[src/tbod_params.svh]
`ifndef TBOD_PARAMS_SVH
`define TBOD_PARAMS_SVH

// Register byte offsets on the bus
`define TBOD_OFS_CTRL 8'h00
`define TBOD_OFS_STATUS 8'h04
`define TBOD_OFS_DIR_A 8'h08
`define TBOD_OFS_DIR_B 8'h0C
`define TBOD_OFS_DIR_C 8'h10
`define TBOD_OFS_OPTION 8'h14
`define TBOD_OFS_COUNT 8'h18

// Field positions
`define TBOD_CTRL_EN_BIT 0
`define TBOD_D_BIT 5
`define TBOD_OPTION_PSA_BIT 3
`define TBOD_STATUS_VALID_BIT 8
`define TBOD_STATUS_ILLEGAL_BIT 9

// Reset values
`define TBOD_CTRL_EN_RESET 1'h1
`define TBOD_DIR_RESET 8'hFF
`define TBOD_OPTION_RESET 6'h3F

// File numbers with side effects
`define TBOD_FILE_TIMER 5'h01
`define TBOD_FILE_PC_LOW 5'h02
`define TBOD_PORT_A 3'h5
`define TBOD_PORT_B 3'h6
`define TBOD_PORT_C 3'h7

// Instruction cycle counts
`define TBOD_CYCLES_ONE 2'h1
`define TBOD_CYCLES_TWO 2'h2
`define TBOD_SKIP_EXTRA 2'h1

// Bus encodings
`define TBOD_HSIZE_WORD 3'h2
`define TBOD_HRESP_OKAY 1'h0

`endif

[src/tbod_pkg.sv]
package tbod_pkg;

    typedef enum logic [5:0] {
        OP_NO_OPERATION, OP_ADD_WORK_FILE, OP_AND_WORK_WITH_FILE,
        OP_CLEAR_FILE, OP_CLEAR_WORK, OP_COMPLEMENT_FILE,
        OP_DECREMENT_FILE, OP_DECREMENT_SKIP_ZERO, OP_INCREMENT_FILE,
        OP_INCREMENT_SKIP_ZERO, OP_OR_WORK_INTO_FILE, OP_MOVE_FILE,
        OP_MOVE_WORK_TO_FILE, OP_ROTATE_LEFT_FILE, OP_ROTATE_RIGHT_FILE,
        OP_SUB_WORK_FROM_FILE, OP_SWAP_NIBBLES, OP_XOR_WORK_WITH_FILE,
        OP_BIT_CLEAR, OP_BIT_SET, OP_BIT_TEST_SKIP_CLEAR,
        OP_BIT_TEST_SKIP_SET, OP_AND_LITERAL, OP_CALL_SUBROUTINE,
        OP_WATCHDOG_CLEAR, OP_BRANCH, OP_OR_LITERAL_INTO_WORK,
        OP_LOAD_LITERAL, OP_OPTION_LOAD, OP_RETURN_WITH_LITERAL,
        OP_STANDBY, OP_DIRECTION_LATCH_LOAD, OP_XOR_LITERAL_INTO_WORK,
        OP_ILLEGAL
    } tbod_op_t;

    typedef struct packed {
        logic dec_valid;
        tbod_op_t op;
        logic dest_file;
        logic [4:0] file_addr;
        logic [2:0] bit_sel;
        logic [8:0] literal;
        logic [1:0] exec_cycles;
        logic skip_zero;
        logic skip_clear;
        logic skip_set;
        logic upd_c;
        logic upd_dc;
        logic upd_z;
        logic upd_to_pd;
        logic pc_write;
        logic pc_bit8_clear;
        logic prescaler_clear;
        logic illegal;
        logic [7:0] dir_a;
        logic [7:0] dir_b;
        logic [7:0] dir_c;
        logic [5:0] option;
        logic decode_en;
        logic [15:0] instr_count;
        logic ahb_wr_pend;
        logic [7:0] ahb_addr;
        logic [31:0] hrdata;
    } tbod_state_t;

endpackage : tbod_pkg

[src/tbod_decoder.sv]
`timescale 1ns/10ps
`default_nettype none
`include "tbod_params.svh"

// Summary of operation
// - 0001 00df / 01df: or / and work with file, one cycle, zero flag only
// - 0001 10df: xor work with file, one cycle, zero flag only
// - 0010 11df: decrement file, skip on zero, no flags, skip adds cycle
// - 0011 11df: increment file, skip on zero, no flags, skip adds cycle
// - 0011 01df: rotate file left through carry, one cycle, carry only
// - 0011 00df: rotate file right through carry, one cycle, carry only
// - 0110 bbbf: test bit, skip when clear, no flags, skip adds cycle
// - 0111 bbbf: test bit, skip when set, no flags changed
// - 1101 literal: or literal into work, one cycle, zero flag
// - 1111 literal: xor literal into work, one cycle, zero flag
// - 1000 literal: return placing literal in work, two cycles, no flags
// - Word 0000 0000 0011 enters standby, one cycle, time-out and power-down
// - Direction load of file 5/6/7 copies work into port A/B/C latches
// - Any program counter write except branch clears its ninth bit
// - File op writing timer count, except complement, clears prescaler if assigned there
module tbod_decoder
    import tbod_pkg::*;
(
    input wire logic core_clk,
    input wire logic nrst,
    input wire logic instr_valid,
    input wire logic [11:0] instr_word,
    input wire logic [7:0] work_value,
    output logic dec_valid,
    output tbod_op_t dec_op,
    output logic dest_file,
    output logic [4:0] file_addr,
    output logic [2:0] bit_sel,
    output logic [8:0] literal,
    output logic [1:0] exec_cycles,
    output logic skip_on_zero,
    output logic skip_on_clear,
    output logic skip_on_set,
    output logic upd_carry_flag,
    output logic upd_digit_carry_flag,
    output logic upd_zero_flag,
    output logic upd_time_out_flag,
    output logic upd_power_down_flag,
    output logic pc_write,
    output logic pc_bit8_clear,
    output logic prescaler_clear,
    output logic illegal_op,
    output logic [7:0] dir_latch_a,
    output logic [7:0] dir_latch_b,
    output logic [7:0] dir_latch_c,
    output logic [5:0] option_value,
    input wire logic hsel,
    input wire logic [31:0] haddr,
    input wire logic [1:0] htrans,
    input wire logic hwrite,
    input wire logic [2:0] hsize,
    input wire logic [31:0] hwdata,
    input wire logic hready,
    output logic hreadyout,
    output logic hresp,
    output logic [31:0] hrdata
);

    tbod_state_t s_reg;
    tbod_state_t s_next;
    logic take;
    logic addr_ph;
    logic has_d;
    logic timer_note;
    logic [31:0] rd_word;

    assign take = instr_valid && s_reg.decode_en;
    assign addr_ph = hsel && htrans[1] && hready;

    always_comb begin
        rd_word = 32'h0000_0000;
        if (haddr[31:8] != 24'h00_0000) begin
            rd_word = 32'h0000_0000;
        end else if (haddr[7:0] == `TBOD_OFS_CTRL) begin
            rd_word[`TBOD_CTRL_EN_BIT] = s_reg.decode_en;
        end else if (haddr[7:0] == `TBOD_OFS_STATUS) begin
            rd_word[5:0] = s_reg.op;
            rd_word[`TBOD_STATUS_VALID_BIT] = s_reg.dec_valid;
            rd_word[`TBOD_STATUS_ILLEGAL_BIT] = s_reg.illegal;
        end else if (haddr[7:0] == `TBOD_OFS_DIR_A) begin
            rd_word[7:0] = s_reg.dir_a;
        end else if (haddr[7:0] == `TBOD_OFS_DIR_B) begin
            rd_word[7:0] = s_reg.dir_b;
        end else if (haddr[7:0] == `TBOD_OFS_DIR_C) begin
            rd_word[7:0] = s_reg.dir_c;
        end else if (haddr[7:0] == `TBOD_OFS_OPTION) begin
            rd_word[5:0] = s_reg.option;
        end else if (haddr[7:0] == `TBOD_OFS_COUNT) begin
            rd_word[15:0] = s_reg.instr_count;
        end
    end

    always_comb begin
        s_next = s_reg;
        has_d = 1'b0;
        timer_note = 1'b0;
        s_next.dec_valid = 1'b0;
        s_next.prescaler_clear = 1'b0;
        // Only the control word is writable; status words ignore writes
        if (s_reg.ahb_wr_pend && s_reg.ahb_addr == `TBOD_OFS_CTRL) begin
            s_next.decode_en = hwdata[`TBOD_CTRL_EN_BIT];
        end
        s_next.ahb_wr_pend = addr_ph && hwrite &&
                             hsize == `TBOD_HSIZE_WORD &&
                             haddr[31:8] == 24'h00_0000;
        if (addr_ph) begin
            s_next.ahb_addr = haddr[7:0];
        end
        if (addr_ph && !hwrite) begin
            s_next.hrdata = rd_word;
        end
        if (take) begin
            s_next.dec_valid = 1'b1;
            s_next.instr_count = s_reg.instr_count + 16'h0001;
            s_next.op = OP_ILLEGAL;
            s_next.file_addr = instr_word[4:0];
            s_next.bit_sel = instr_word[7:5];
            s_next.dest_file = 1'b0;
            s_next.literal = {1'b0, instr_word[7:0]};
            s_next.exec_cycles = `TBOD_CYCLES_ONE;
            s_next.skip_zero = 1'b0;
            s_next.skip_clear = 1'b0;
            s_next.skip_set = 1'b0;
            s_next.upd_c = 1'b0;
            s_next.upd_dc = 1'b0;
            s_next.upd_z = 1'b0;
            s_next.upd_to_pd = 1'b0;
            s_next.pc_write = 1'b0;
            // Word order matters: fixed words before wider patterns
            casez (instr_word)
                12'b0000_0000_0000: s_next.op = OP_NO_OPERATION;
                12'b0000_0000_0010: begin
                    s_next.op = OP_OPTION_LOAD;
                    s_next.option = work_value[5:0];
                end
                12'b0000_0000_0011: begin
                    s_next.op = OP_STANDBY;
                    s_next.upd_to_pd = 1'b1;
                end
                12'b0000_0000_0100: begin
                    s_next.op = OP_WATCHDOG_CLEAR;
                    s_next.upd_to_pd = 1'b1;
                end
                12'b0000_0000_0???: begin
                    if (instr_word[2:0] == `TBOD_PORT_A) begin
                        s_next.op = OP_DIRECTION_LATCH_LOAD;
                        s_next.dir_a = work_value;
                    end else if (instr_word[2:0] == `TBOD_PORT_B) begin
                        s_next.op = OP_DIRECTION_LATCH_LOAD;
                        s_next.dir_b = work_value;
                    end else if (instr_word[2:0] == `TBOD_PORT_C) begin
                        s_next.op = OP_DIRECTION_LATCH_LOAD;
                        s_next.dir_c = work_value;
                    end
                end
                12'b0000_001?_????: begin
                    s_next.op = OP_MOVE_WORK_TO_FILE;
                    s_next.dest_file = 1'b1;
                    timer_note = 1'b1;
                end
                12'b0000_0100_0000: begin
                    s_next.op = OP_CLEAR_WORK;
                    s_next.upd_z = 1'b1;
                end
                12'b0000_011?_????: begin
                    s_next.op = OP_CLEAR_FILE;
                    s_next.dest_file = 1'b1;
                    s_next.upd_z = 1'b1;
                    timer_note = 1'b1;
                end
                12'b0000_10??_????: begin
                    s_next.op = OP_SUB_WORK_FROM_FILE;
                    {s_next.upd_c, s_next.upd_dc, s_next.upd_z} = 3'h7;
                    has_d = 1'b1;
                    timer_note = 1'b1;
                end
                12'b0000_11??_????: begin
                    s_next.op = OP_DECREMENT_FILE;
                    s_next.upd_z = 1'b1;
                    has_d = 1'b1;
                    timer_note = 1'b1;
                end
                12'b0001_00??_????: begin
                    s_next.op = OP_OR_WORK_INTO_FILE;
                    s_next.upd_z = 1'b1;
                    has_d = 1'b1;
                    timer_note = 1'b1;
                end
                12'b0001_01??_????: begin
                    s_next.op = OP_AND_WORK_WITH_FILE;
                    s_next.upd_z = 1'b1;
                    has_d = 1'b1;
                    timer_note = 1'b1;
                end
                12'b0001_10??_????: begin
                    s_next.op = OP_XOR_WORK_WITH_FILE;
                    s_next.upd_z = 1'b1;
                    has_d = 1'b1;
                    timer_note = 1'b1;
                end
                12'b0001_11??_????: begin
                    s_next.op = OP_ADD_WORK_FILE;
                    {s_next.upd_c, s_next.upd_dc, s_next.upd_z} = 3'h7;
                    has_d = 1'b1;
                    timer_note = 1'b1;
                end
                12'b0010_00??_????: begin
                    s_next.op = OP_MOVE_FILE;
                    s_next.upd_z = 1'b1;
                    has_d = 1'b1;
                    timer_note = 1'b1;
                end
                12'b0010_01??_????: begin
                    // No prescaler side effect on this one
                    s_next.op = OP_COMPLEMENT_FILE;
                    s_next.upd_z = 1'b1;
                    has_d = 1'b1;
                end
                12'b0010_10??_????: begin
                    s_next.op = OP_INCREMENT_FILE;
                    s_next.upd_z = 1'b1;
                    has_d = 1'b1;
                    timer_note = 1'b1;
                end
                12'b0010_11??_????: begin
                    s_next.op = OP_DECREMENT_SKIP_ZERO;
                    s_next.skip_zero = 1'b1;
                    has_d = 1'b1;
                    timer_note = 1'b1;
                end
                12'b0011_00??_????: begin
                    s_next.op = OP_ROTATE_RIGHT_FILE;
                    s_next.upd_c = 1'b1;
                    has_d = 1'b1;
                    timer_note = 1'b1;
                end
                12'b0011_01??_????: begin
                    s_next.op = OP_ROTATE_LEFT_FILE;
                    s_next.upd_c = 1'b1;
                    has_d = 1'b1;
                    timer_note = 1'b1;
                end
                12'b0011_10??_????: begin
                    s_next.op = OP_SWAP_NIBBLES;
                    has_d = 1'b1;
                    timer_note = 1'b1;
                end
                12'b0011_11??_????: begin
                    s_next.op = OP_INCREMENT_SKIP_ZERO;
                    s_next.skip_zero = 1'b1;
                    has_d = 1'b1;
                    timer_note = 1'b1;
                end
                12'b0100_????_????: begin
                    s_next.op = OP_BIT_CLEAR;
                    s_next.dest_file = 1'b1;
                    timer_note = 1'b1;
                end
                12'b0101_????_????: begin
                    s_next.op = OP_BIT_SET;
                    s_next.dest_file = 1'b1;
                    timer_note = 1'b1;
                end
                12'b0110_????_????: begin
                    s_next.op = OP_BIT_TEST_SKIP_CLEAR;
                    s_next.skip_clear = 1'b1;
                end
                12'b0111_????_????: begin
                    s_next.op = OP_BIT_TEST_SKIP_SET;
                    s_next.skip_set = 1'b1;
                end
                12'b1000_????_????: begin
                    s_next.op = OP_RETURN_WITH_LITERAL;
                    s_next.exec_cycles = `TBOD_CYCLES_TWO;
                    s_next.pc_write = 1'b1;
                end
                12'b1001_????_????: begin
                    s_next.op = OP_CALL_SUBROUTINE;
                    s_next.exec_cycles = `TBOD_CYCLES_TWO;
                    s_next.pc_write = 1'b1;
                end
                12'b101?_????_????: begin
                    s_next.op = OP_BRANCH;
                    s_next.exec_cycles = `TBOD_CYCLES_TWO;
                    s_next.pc_write = 1'b1;
                    s_next.literal = instr_word[8:0];
                end
                12'b1100_????_????: s_next.op = OP_LOAD_LITERAL;
                12'b1101_????_????: begin
                    s_next.op = OP_OR_LITERAL_INTO_WORK;
                    s_next.upd_z = 1'b1;
                end
                12'b1110_????_????: begin
                    s_next.op = OP_AND_LITERAL;
                    s_next.upd_z = 1'b1;
                end
                12'b1111_????_????: begin
                    s_next.op = OP_XOR_LITERAL_INTO_WORK;
                    s_next.upd_z = 1'b1;
                end
                default: s_next.op = OP_ILLEGAL;
            endcase
            s_next.illegal = (s_next.op == OP_ILLEGAL);
            if (has_d) begin
                s_next.dest_file = instr_word[`TBOD_D_BIT];
            end
            // A file write to the low counter byte is a counter write too
            if (s_next.dest_file && instr_word[4:0] == `TBOD_FILE_PC_LOW) begin
                s_next.pc_write = 1'b1;
            end
            s_next.pc_bit8_clear = s_next.pc_write &&
                                   s_next.op != OP_BRANCH;
            s_next.prescaler_clear = timer_note &&
                instr_word[4:0] == `TBOD_FILE_TIMER &&
                (!has_d || instr_word[`TBOD_D_BIT]) &&
                !s_reg.option[`TBOD_OPTION_PSA_BIT];
        end
    end

    always_ff @(posedge core_clk or negedge nrst) begin
        if (!nrst) begin
            s_reg <= '0;
            s_reg.dir_a <= `TBOD_DIR_RESET;
            s_reg.dir_b <= `TBOD_DIR_RESET;
            s_reg.dir_c <= `TBOD_DIR_RESET;
            s_reg.option <= `TBOD_OPTION_RESET;
            s_reg.decode_en <= `TBOD_CTRL_EN_RESET;
            s_reg.exec_cycles <= `TBOD_CYCLES_ONE;
        end else begin
            s_reg <= s_next;
        end
    end

    assign dec_valid = s_reg.dec_valid;
    assign dec_op = s_reg.op;
    assign dest_file = s_reg.dest_file;
    assign file_addr = s_reg.file_addr;
    assign bit_sel = s_reg.bit_sel;
    assign literal = s_reg.literal;
    assign exec_cycles = s_reg.exec_cycles;
    assign skip_on_zero = s_reg.skip_zero;
    assign skip_on_clear = s_reg.skip_clear;
    assign skip_on_set = s_reg.skip_set;
    assign upd_carry_flag = s_reg.upd_c;
    assign upd_digit_carry_flag = s_reg.upd_dc;
    assign upd_zero_flag = s_reg.upd_z;
    assign upd_time_out_flag = s_reg.upd_to_pd;
    assign upd_power_down_flag = s_reg.upd_to_pd;
    assign pc_write = s_reg.pc_write;
    assign pc_bit8_clear = s_reg.pc_bit8_clear;
    assign prescaler_clear = s_reg.prescaler_clear;
    assign illegal_op = s_reg.illegal;
    assign dir_latch_a = s_reg.dir_a;
    assign dir_latch_b = s_reg.dir_b;
    assign dir_latch_c = s_reg.dir_c;
    assign option_value = s_reg.option;
    // Zero wait states: read data is latched in the address phase
    assign hreadyout = 1'b1;
    assign hresp = `TBOD_HRESP_OKAY;
    assign hrdata = s_reg.hrdata;
endmodule : tbod_decoder
`default_nettype wire

[config.mk]
export PLATFORM = sky130hd
export DESIGN_NAME = tbod_decoder
export DESIGN_NICKNAME = d
export VERILOG_FILES = /design/src/tbod_pkg.sv /design/src/tbod_decoder.sv
export VERILOG_INCLUDE_DIRS = /design/src /design/src/src
export SDC_FILE = /design/constraint.sdc
export NUM_CORES = 1
export LEC_CHECK = 0
export BUFFER_PORTS_ARGS = -buffer_cell sky130_fd_sc_hd__buf_2
export CAP_MARGIN = 30
export CORE_MARGIN = 2
export CORE_UTILIZATION = 43
export DETAILED_ROUTE_END_ITERATION = 16
export HOLD_SLACK_MARGIN = 0.05
export MAX_ROUTING_LAYER = met4
export PLACE_DENSITY = 0.7
export SETUP_SLACK_MARGIN = 0.3
export SLEW_MARGIN = 25
export SYNTH_ARGS = -nofsm -noshare
export SYNTH_HDL_FRONTEND = slang
export SYNTH_SLANG_ARGS = --single-unit
[constraint.sdc]
create_clock -name core_clk -period 5.1 [get_ports core_clk]
set_input_delay 0.255 -clock core_clk [delete_from_list [all_inputs] [get_ports core_clk]]
set_output_delay 0.255 -clock core_clk [all_outputs]
set_load 0.02 [all_outputs]
==> reports/qor.csv, run 1 <==
stage;metric;value;unit
yosys;ys_ff_latch;102;
sta;setup_tns;0;ns
final_layout;stdcell_count;818;
routing;first_pass_iters;5;
power_and_ir_drop;ir_drop;0.1375;mV
die;die_w;121.1;microns
cts;cts_tree;built;
final_layout;drive_above_1_share;0.4034;
global_route;grt_max_degree;82;
cts;clkLatencyLatePin;0.36;ns
power_and_ir_drop;p_per_area;294.6;mW/mm^2
sta;slew_headroom;0.4843;
global_route;overflow;0;
setup_path;crit_type;reg2reg;
yosys;synth.largest_area_cell;dfrtp_1;
power_and_ir_drop;p_sw;564.3;uW
die;chipHeight;121.1;microns
setup_path;endpoint_kind;register;
setup_path;crit_fanout;22;
cts;cts.reportedPaths.clkPinSlew;0.07;ns
cts;clock-sinks;102;
outcome;outcome;finished, final reports clean;
worst_hold_path;hold_path.class;in2reg;
routing;wl_per_cell;17.85;microns
routing;wl_met2;7369;microns
routing;vias;4537;
final_layout;n_antenna_cell;0;
power_and_ir_drop;switching_share;0.2991;
yosys;seq_area_frac_synth;0.4397;
cts;cts_root_buf;clkbuf_16;
global_route;grt_pass1_vias;4355;
routing;avgViaCountPerCell;5.546;
setup_path;worstPathRequired;5.38;ns
routing;dr_wl_met3;820;microns
yosys;synth.area.top_cells;dfrtp_1 30%, dfstp_2 14%, buf_4 11%;
cts;cts_resized;0;
routing;drt-met1-wl;6238;microns
power_and_ir_drop;comb_power_share;0.161;
placement;dpl-instance-area;0.006108;sq mm
yosys;synthArstFlopShare;1.000;
sta;hold_viol_final;0;
die;core;0.01330;sq mm
cts;cts_buffer_depth;2;
power_and_ir_drop;p_leak;2.967;nW
power_and_ir_drop;power.total;1.887;mW
final_layout;fin_area;0.006405;sq mm
yosys;synthTopCellsByCount;90 x buf_4, 70 x dfrtp_1, 62 x nand2_1;
sta;hold_ws;0.1486;ns
routing;drc_errors;0;
yosys;synth_edf_count;0;
power_and_ir_drop;power_frac_clock;0.349;
global_route;grt_pass1_wl;23030;microns
placement;pre_cts_ws;2.714;ns
sta;period_minus_slack;2.262;ns
routing;ant_nets;0;
global_route;antenna_found_initial;0;
final_layout;areaGrowthSynthToFinish;8.637;%
routing;first_iter_violations;497;
yosys;syn_area;0.005896;sq mm
global_route;grtUsageTotal;0.2074;
power_and_ir_drop;sequentialPowerShare;0.490;
sta;skew;0.008466;ns
final_layout;largest_register_ffs;26;
placement;gp_routability_congestion;0.8654;
yosys;synth_top_area_frac;0.2971;
placement;place_hpwl;10750;microns
yosys;synth_cells;582;
sta;setup_viol;0;
yosys;syn_area_per_cell;10.13;sq um
cts;cts_buffers;9;
sta;worst_pin_slew;0.7727;ns
final_layout;fillCellCount;1238;
die;ios;198;
sta;rsz0062_at_grt;no;
die;die_area;0.01466;sq mm
final_layout;fin_nets;733;
cts;htreeDepth;3;
power_and_ir_drop;power.internal;1.322;mW
cts;postCtsSetupRepairBufs;0;
sta;finalCritPeriodShare;0.4436;
yosys;yosysUniqueCellTypes;72;
sta;max_freq;0.4421;GHz
sta;slew_viol_final;0;
placement;place_inst;801;
yosys;synth_ff_type;dfrtp_1;
setup_path;arrival;2.54;ns
routing;wirelength;14600;microns
yosys;post-synth-top-count-cell;buf_4;
die;fp-row-count;42;
placement;io_buffers;147;
final_layout;postLayoutCoreUtil;0.4817;
yosys;synth_warnings;0;
die;start_util;0.4434;
setup_path;critical_path.startpoint_type;register;
routing;maxUsedRoutingLayer;met4;
flow_run;drv_cap;0;
sta;layout_setup_ws;2.838;ns
[worst max-delay path: stages (launching register included)]
cell and delay, ns:
dfstp_2 0.60, nand2_1 0.10, inv_1 0.58, nand4_1 0.40
nor3b_1 0.34, xor2_1 0.16
[power groups by stage]
stage                     clock network (mW)  logic, mW  registers, mW
after floorplan                            0      0.233          0.927
after global placement                     0      0.298          0.932
after detailed placement                   0      0.302          0.938
after CTS                              0.674      0.305          0.924
after global routing                   0.704      0.334          0.932
final                                  0.659      0.304          0.924
[timing repair]
action                     CTS  global route
setup endpoints to repair    0             0
hold buffers                 1             0
hold endpoints to repair    21             0
[metal layers]
| metal | GRT usage | vias up |
|---|---|---|
| met5 | - | - |
| met2 | 0.3476 | 178 |
| li1 | - | 2100 |
| met4 | 0.05887 | 0 |
| met1 | 0.2602 | 2243 |
| met3 | 0.03383 | 16 |
[logic make-up after synthesis]
logic type,synth area share
buf+inv,0.1494
fa+ha+maj,0.002122
mux,0.08744
flops,0.4397
xor+xnor,0.02377
other cells,0.001274
simple gates,0.1556
compound gates,0.1407
[cell type report]
| type | count | area, sq um | area share |
|---|---|---|---|
| sequential | 102 | 2592 | 0.4048 |
| tap | 176 | 220.2 | 0.03438 |
| clock buffer | 10 | 229.0 | 0.03575 |
| inverter | 16 | 60.06 | 0.009377 |
| timing repair buffer | 150 | 767.0 | 0.1198 |
| clock inverter | 6 | 53.80 | 0.008400 |
| multi-input combinational | 358 | 2482 | 0.3876 |
[cell usage in the layout (no fill, tap or decap), types with 15 or more instances in the layout]
cell type  count
a21oi_1       15
nor2_1        19
dfrtp_1       70
dfstp_2       32
nand2_1       62
mux2_2        41
conb_1        18
inv_1         16
o21ai_0       19
buf_2        146
[final timing paths]
check / slack, ns / from / endpoint / cells past startpoint
max: 2.84 / s_reg[57] / s_reg[55] / 5
min: 0.15 / instr_word[4] / literal[4] / 3
max reg2reg: 2.84 / s_reg[57] / s_reg[55] / 5
min reg2reg: 0.47 / s_reg[56] / s_reg[56] / 1
max in group asynchronous: 3.79 / nrst / s_reg[51] / 3
min in group asynchronous: 0.33 / nrst / skip_on_set / 2
Power figures use the tool's default switching activity.
==> inputs of run 2 (changes only) <==
--- a/config.mk
+++ b/config.mk
@@ -13,7 +13,7 @@
 export DETAILED_ROUTE_END_ITERATION = 16
 export HOLD_SLACK_MARGIN = 0.05
 export MAX_ROUTING_LAYER = met4
-export PLACE_DENSITY = 0.7
+export PLACE_DENSITY = 0.73
 export SETUP_SLACK_MARGIN = 0.3
 export SLEW_MARGIN = 25
 export SYNTH_ARGS = -nofsm -noshare
==> constraint.sdc (replaced) <==
create_clock -name core_clk -period 1.9 [get_ports core_clk]
set_input_delay 0.095 -clock core_clk [delete_from_list [all_inputs] [get_ports core_clk]]
set_output_delay 0.095 -clock core_clk [all_outputs]
set_load 0.02 [all_outputs]
==> run 2 against run 1 <==
  * Via count increased by 4.4%
  * Largest cell class unchanged
  * Clock power rose to 2.9 times the previous value
  * Global-route usage is 1.3 points higher
  * Cell area is 8.8% higher
  * Total power grew to 2.8 times the previous value
  * Wire length increased by 7.0%
  * Critical path type unchanged
  * Maximum frequency grew 33%
  * Sequential share of layout area is 3.3 points lower
  * Clock skew decreased by 0.00084 ns
  * Clock-buffer cell count up 2
  * Setup slack worse by 2.6 ns
  * Cell count increased by 5.9%
==> reports/qor.csv, run 2 (synthesis gave the netlist of run 1 again) <==
stage;metric;value;unit;change
outcome;outcome;finished, final reports clean;;
sta;slew_viol_final;0;;unchanged
global_route;grt_pass1_wl;24410;microns;+6.0%
global_route;grtUsageTotal;0.2201;;+0.01264
die;fp-row-count;42;;unchanged
routing;first_pass_iters;6;;+1
setup_path;r2r_cells;5;;unchanged
final_layout;fin_nets;781;;+6.5%
power_and_ir_drop;power.internal;3.800;mW;+190%
placement;place_hpwl;11520;microns;+7.2%
routing;first_iter_violations;321;;-35%
sta;finalCritPeriodShare;0.8922;;+0.4486
cts;cts.reportedPaths.clkPinSlew;0.07;ns;about the same
placement;pre_cts_ws;-0.01090;ns;-2.725 ns
final_layout;mostFrequentLayoutCell;buf_2;;
cts;cts_tree;built;;
placement;place_inst;834;;+4.1%
global_route;grt_max_degree;46;;-44%
routing;ant_nets;0;;unchanged
sta;worst_pin_slew;0.6390;ns;-0.1338 ns
sta;max_freq;0.5899;GHz;+33%
routing;wl_met2;7870;microns;+6.8%
power_and_ir_drop;p_leak;3.231;nW;+8.9%
setup_path;r2r-start;s_reg[57];;
cts;clkLatencyLatePin;0.36;ns;about the same
sta;skew;0.007626;ns;-0.0008396 ns
die;start_util;0.4434;;unchanged
final_layout;mostFrequentLayoutCells;146 x buf_2, 70 x dfrtp_1, 62 x nand2_1, 34 x buf_4, 32 x dfstp_2;;
routing;avgViaCountPerCell;5.470;;-1.4%
final_layout;areaGrowthSynthToFinish;18.21;%;
power_and_ir_drop;ir_drop;0.4757;mV;+250%
setup_path;r2r_setup_slack;0.20;ns;-2.63 ns
power_and_ir_drop;sequentialPowerShare;0.467;;-0.023
final_layout;drive_above_1_share;0.4377;;+0.03425
setup_path;crit_fanout;8;;-64%
die;die_w;121.1;microns;unchanged
power_and_ir_drop;comb_power_share;0.168;;+0.007
power_and_ir_drop;p_sw;1.516;mW;+170%
sta;slew_headroom;0.5740;;+0.08973
worst_hold_path;hold_path_end;s_reg[40];;
sta;hold_viol_final;0;;unchanged
routing;maxUsedRoutingLayer;met4;;
cts;cts_buffers;9;;unchanged
placement;gp_routability_congestion;0.8764;;+1.3%
global_route;antenna_found_initial;0;;unchanged
die;die_area;0.01466;sq mm;unchanged
cts;htreeDepth;3;;unchanged
routing;dr_wl_met3;926;microns;+13%
setup_path;critical_path.startpoint_type;register;;
final_layout;largest_register_ffs;26;;unchanged
flow_run;drv_cap;0;;unchanged
cts;cts_root_buf;clkbuf_16;;
worst_hold_path;hold_path.class;in2reg;;
sta;period_minus_slack;1.695;ns;-0.5669 ns
power_and_ir_drop;switching_share;0.2851;;-0.01398
routing;wl_per_cell;18.05;microns;+1.1%
die;ios;198;;unchanged
final_layout;n_antenna_cell;0;;unchanged
routing;drc_errors;0;;unchanged
sta;layout_setup_ws;0.2048;ns;-2.633 ns
setup_path;worstPathRequired;2.18;ns;-3.20 ns
routing;drt-met1-wl;6600;microns;+5.8%
die;core;0.01330;sq mm;unchanged
power_and_ir_drop;power_frac_clock;0.365;;+0.016
power_and_ir_drop;p_per_area;762.8;mW/mm^2;+160%
die;chipHeight;121.1;microns;unchanged
routing;wirelength;15630;microns;+7.0%
global_route;grt_pass1_vias;4697;;+7.9%
placement;io_buffers;147;;unchanged
cts;clock-sinks;102;;unchanged
cts;cts_buffer_depth;2;;unchanged
setup_path;crit_type;reg2reg;;
routing;vias;4737;;+4.4%
sta;rsz0062_at_grt;yes;;
setup_path;endpoint_kind;register;;
final_layout;stdcell_count;866;;+5.9%
global_route;overflow;0;;unchanged
worst_hold_path;hp-start;hsize[1];;
setup_path;arrival;1.98;ns;-0.56 ns
sta;setup_viol;0;;unchanged
setup_path;timing.rr.end;dir_latch_a[4];;
worst_hold_path;hold_depth;3;;unchanged
run 2: layer usage:
| layer | track usage | up-vias |
|---|---|---|
| met5 | - | - |
| met4 | 0.05887 | 0 |
| met3 | 0.04229 | 15 |
| met2 | 0.3683 | 190 |
| met1 | 0.2738 | 2338 |
| li1 | - | 2194 |
run 2: power groups by stage:
stage	combinational, mW	sequential (mW)	clock, mW
global route	0.976	2.51	2.07
finish	0.892	2.48	1.94
detailed placement	0.863	2.52	0
floorplan	0.630	2.49	0
global placement	0.842	2.51	0
CTS	0.893	2.48	1.97
run 2: final cells by class:
| cell class | instances | area, sq um |
|---|---|---|
| Clock buffer | 12 | 257.7 |
| Clock inverter | 4 | 51.30 |
| Fill cell | 1191 | 6326 |
| Inverter | 16 | 60.06 |
| Multi-Input combinational cell | 358 | 2581 |
| Sequential cell | 102 | 2592 |
| Tap cell | 176 | 220.2 |
| Timing Repair Buffer | 198 | 1206 |
run 2: stage by stage:
step                      utilization  power, mW  area [sq um]  setup TNS [ns]  hold WS (ns)
after global routing           0.5242      5.549          6969               0       0.07111
after CTS                      0.5232      5.351          6955               0       0.07319
after floorplan                     -      3.119          6031               0       -0.2006
after detailed placement       0.4862      3.384          6464        -0.04050        0.1611
final                          0.5242      5.316          6969               0       0.08377
after global placement         0.4862      3.349          6464               0        0.1397
run 2: how the worst max path moves through the flow:
| stage | start | to | slack [ns] | depth (start not counted) |
|---|---|---|---|---|
| after detailed placement | instr_word[6] | dir_latch_c[6] | -0.01 | 6 |
| after CTS | s_reg[57] | dir_latch_a[4] | 0.20 | 5 |
| after floorplan | instr_word[5] | dir_latch_b[0] | 0.21 | 6 |
| after global routing | s_reg[57] | dir_latch_a[4] | 0.12 | 5 |
| final | s_reg[57] | dir_latch_a[4] | 0.20 | 5 |
| after global placement | instr_word[6] | dir_latch_c[4] | 0.02 | 6 |
run 2: critical path, stage by stage, from the launching register on:
cell and delay (ns):
dfstp_2 0.59, nand3_2 0.13, nor4_4 0.21, and3_4 0.25
buf_12 0.14, mux2_4 0.31
run 2: repair_timing:
item | in CTS | in global routing
setup buffers | 2 | 0
hold buffers | 14 | 0
endpoints found under the hold margin | 51 | 0
pin swaps | 2 | 0
gates resized for setup | 7 | 3
endpoints found under the setup margin | 43 | 41
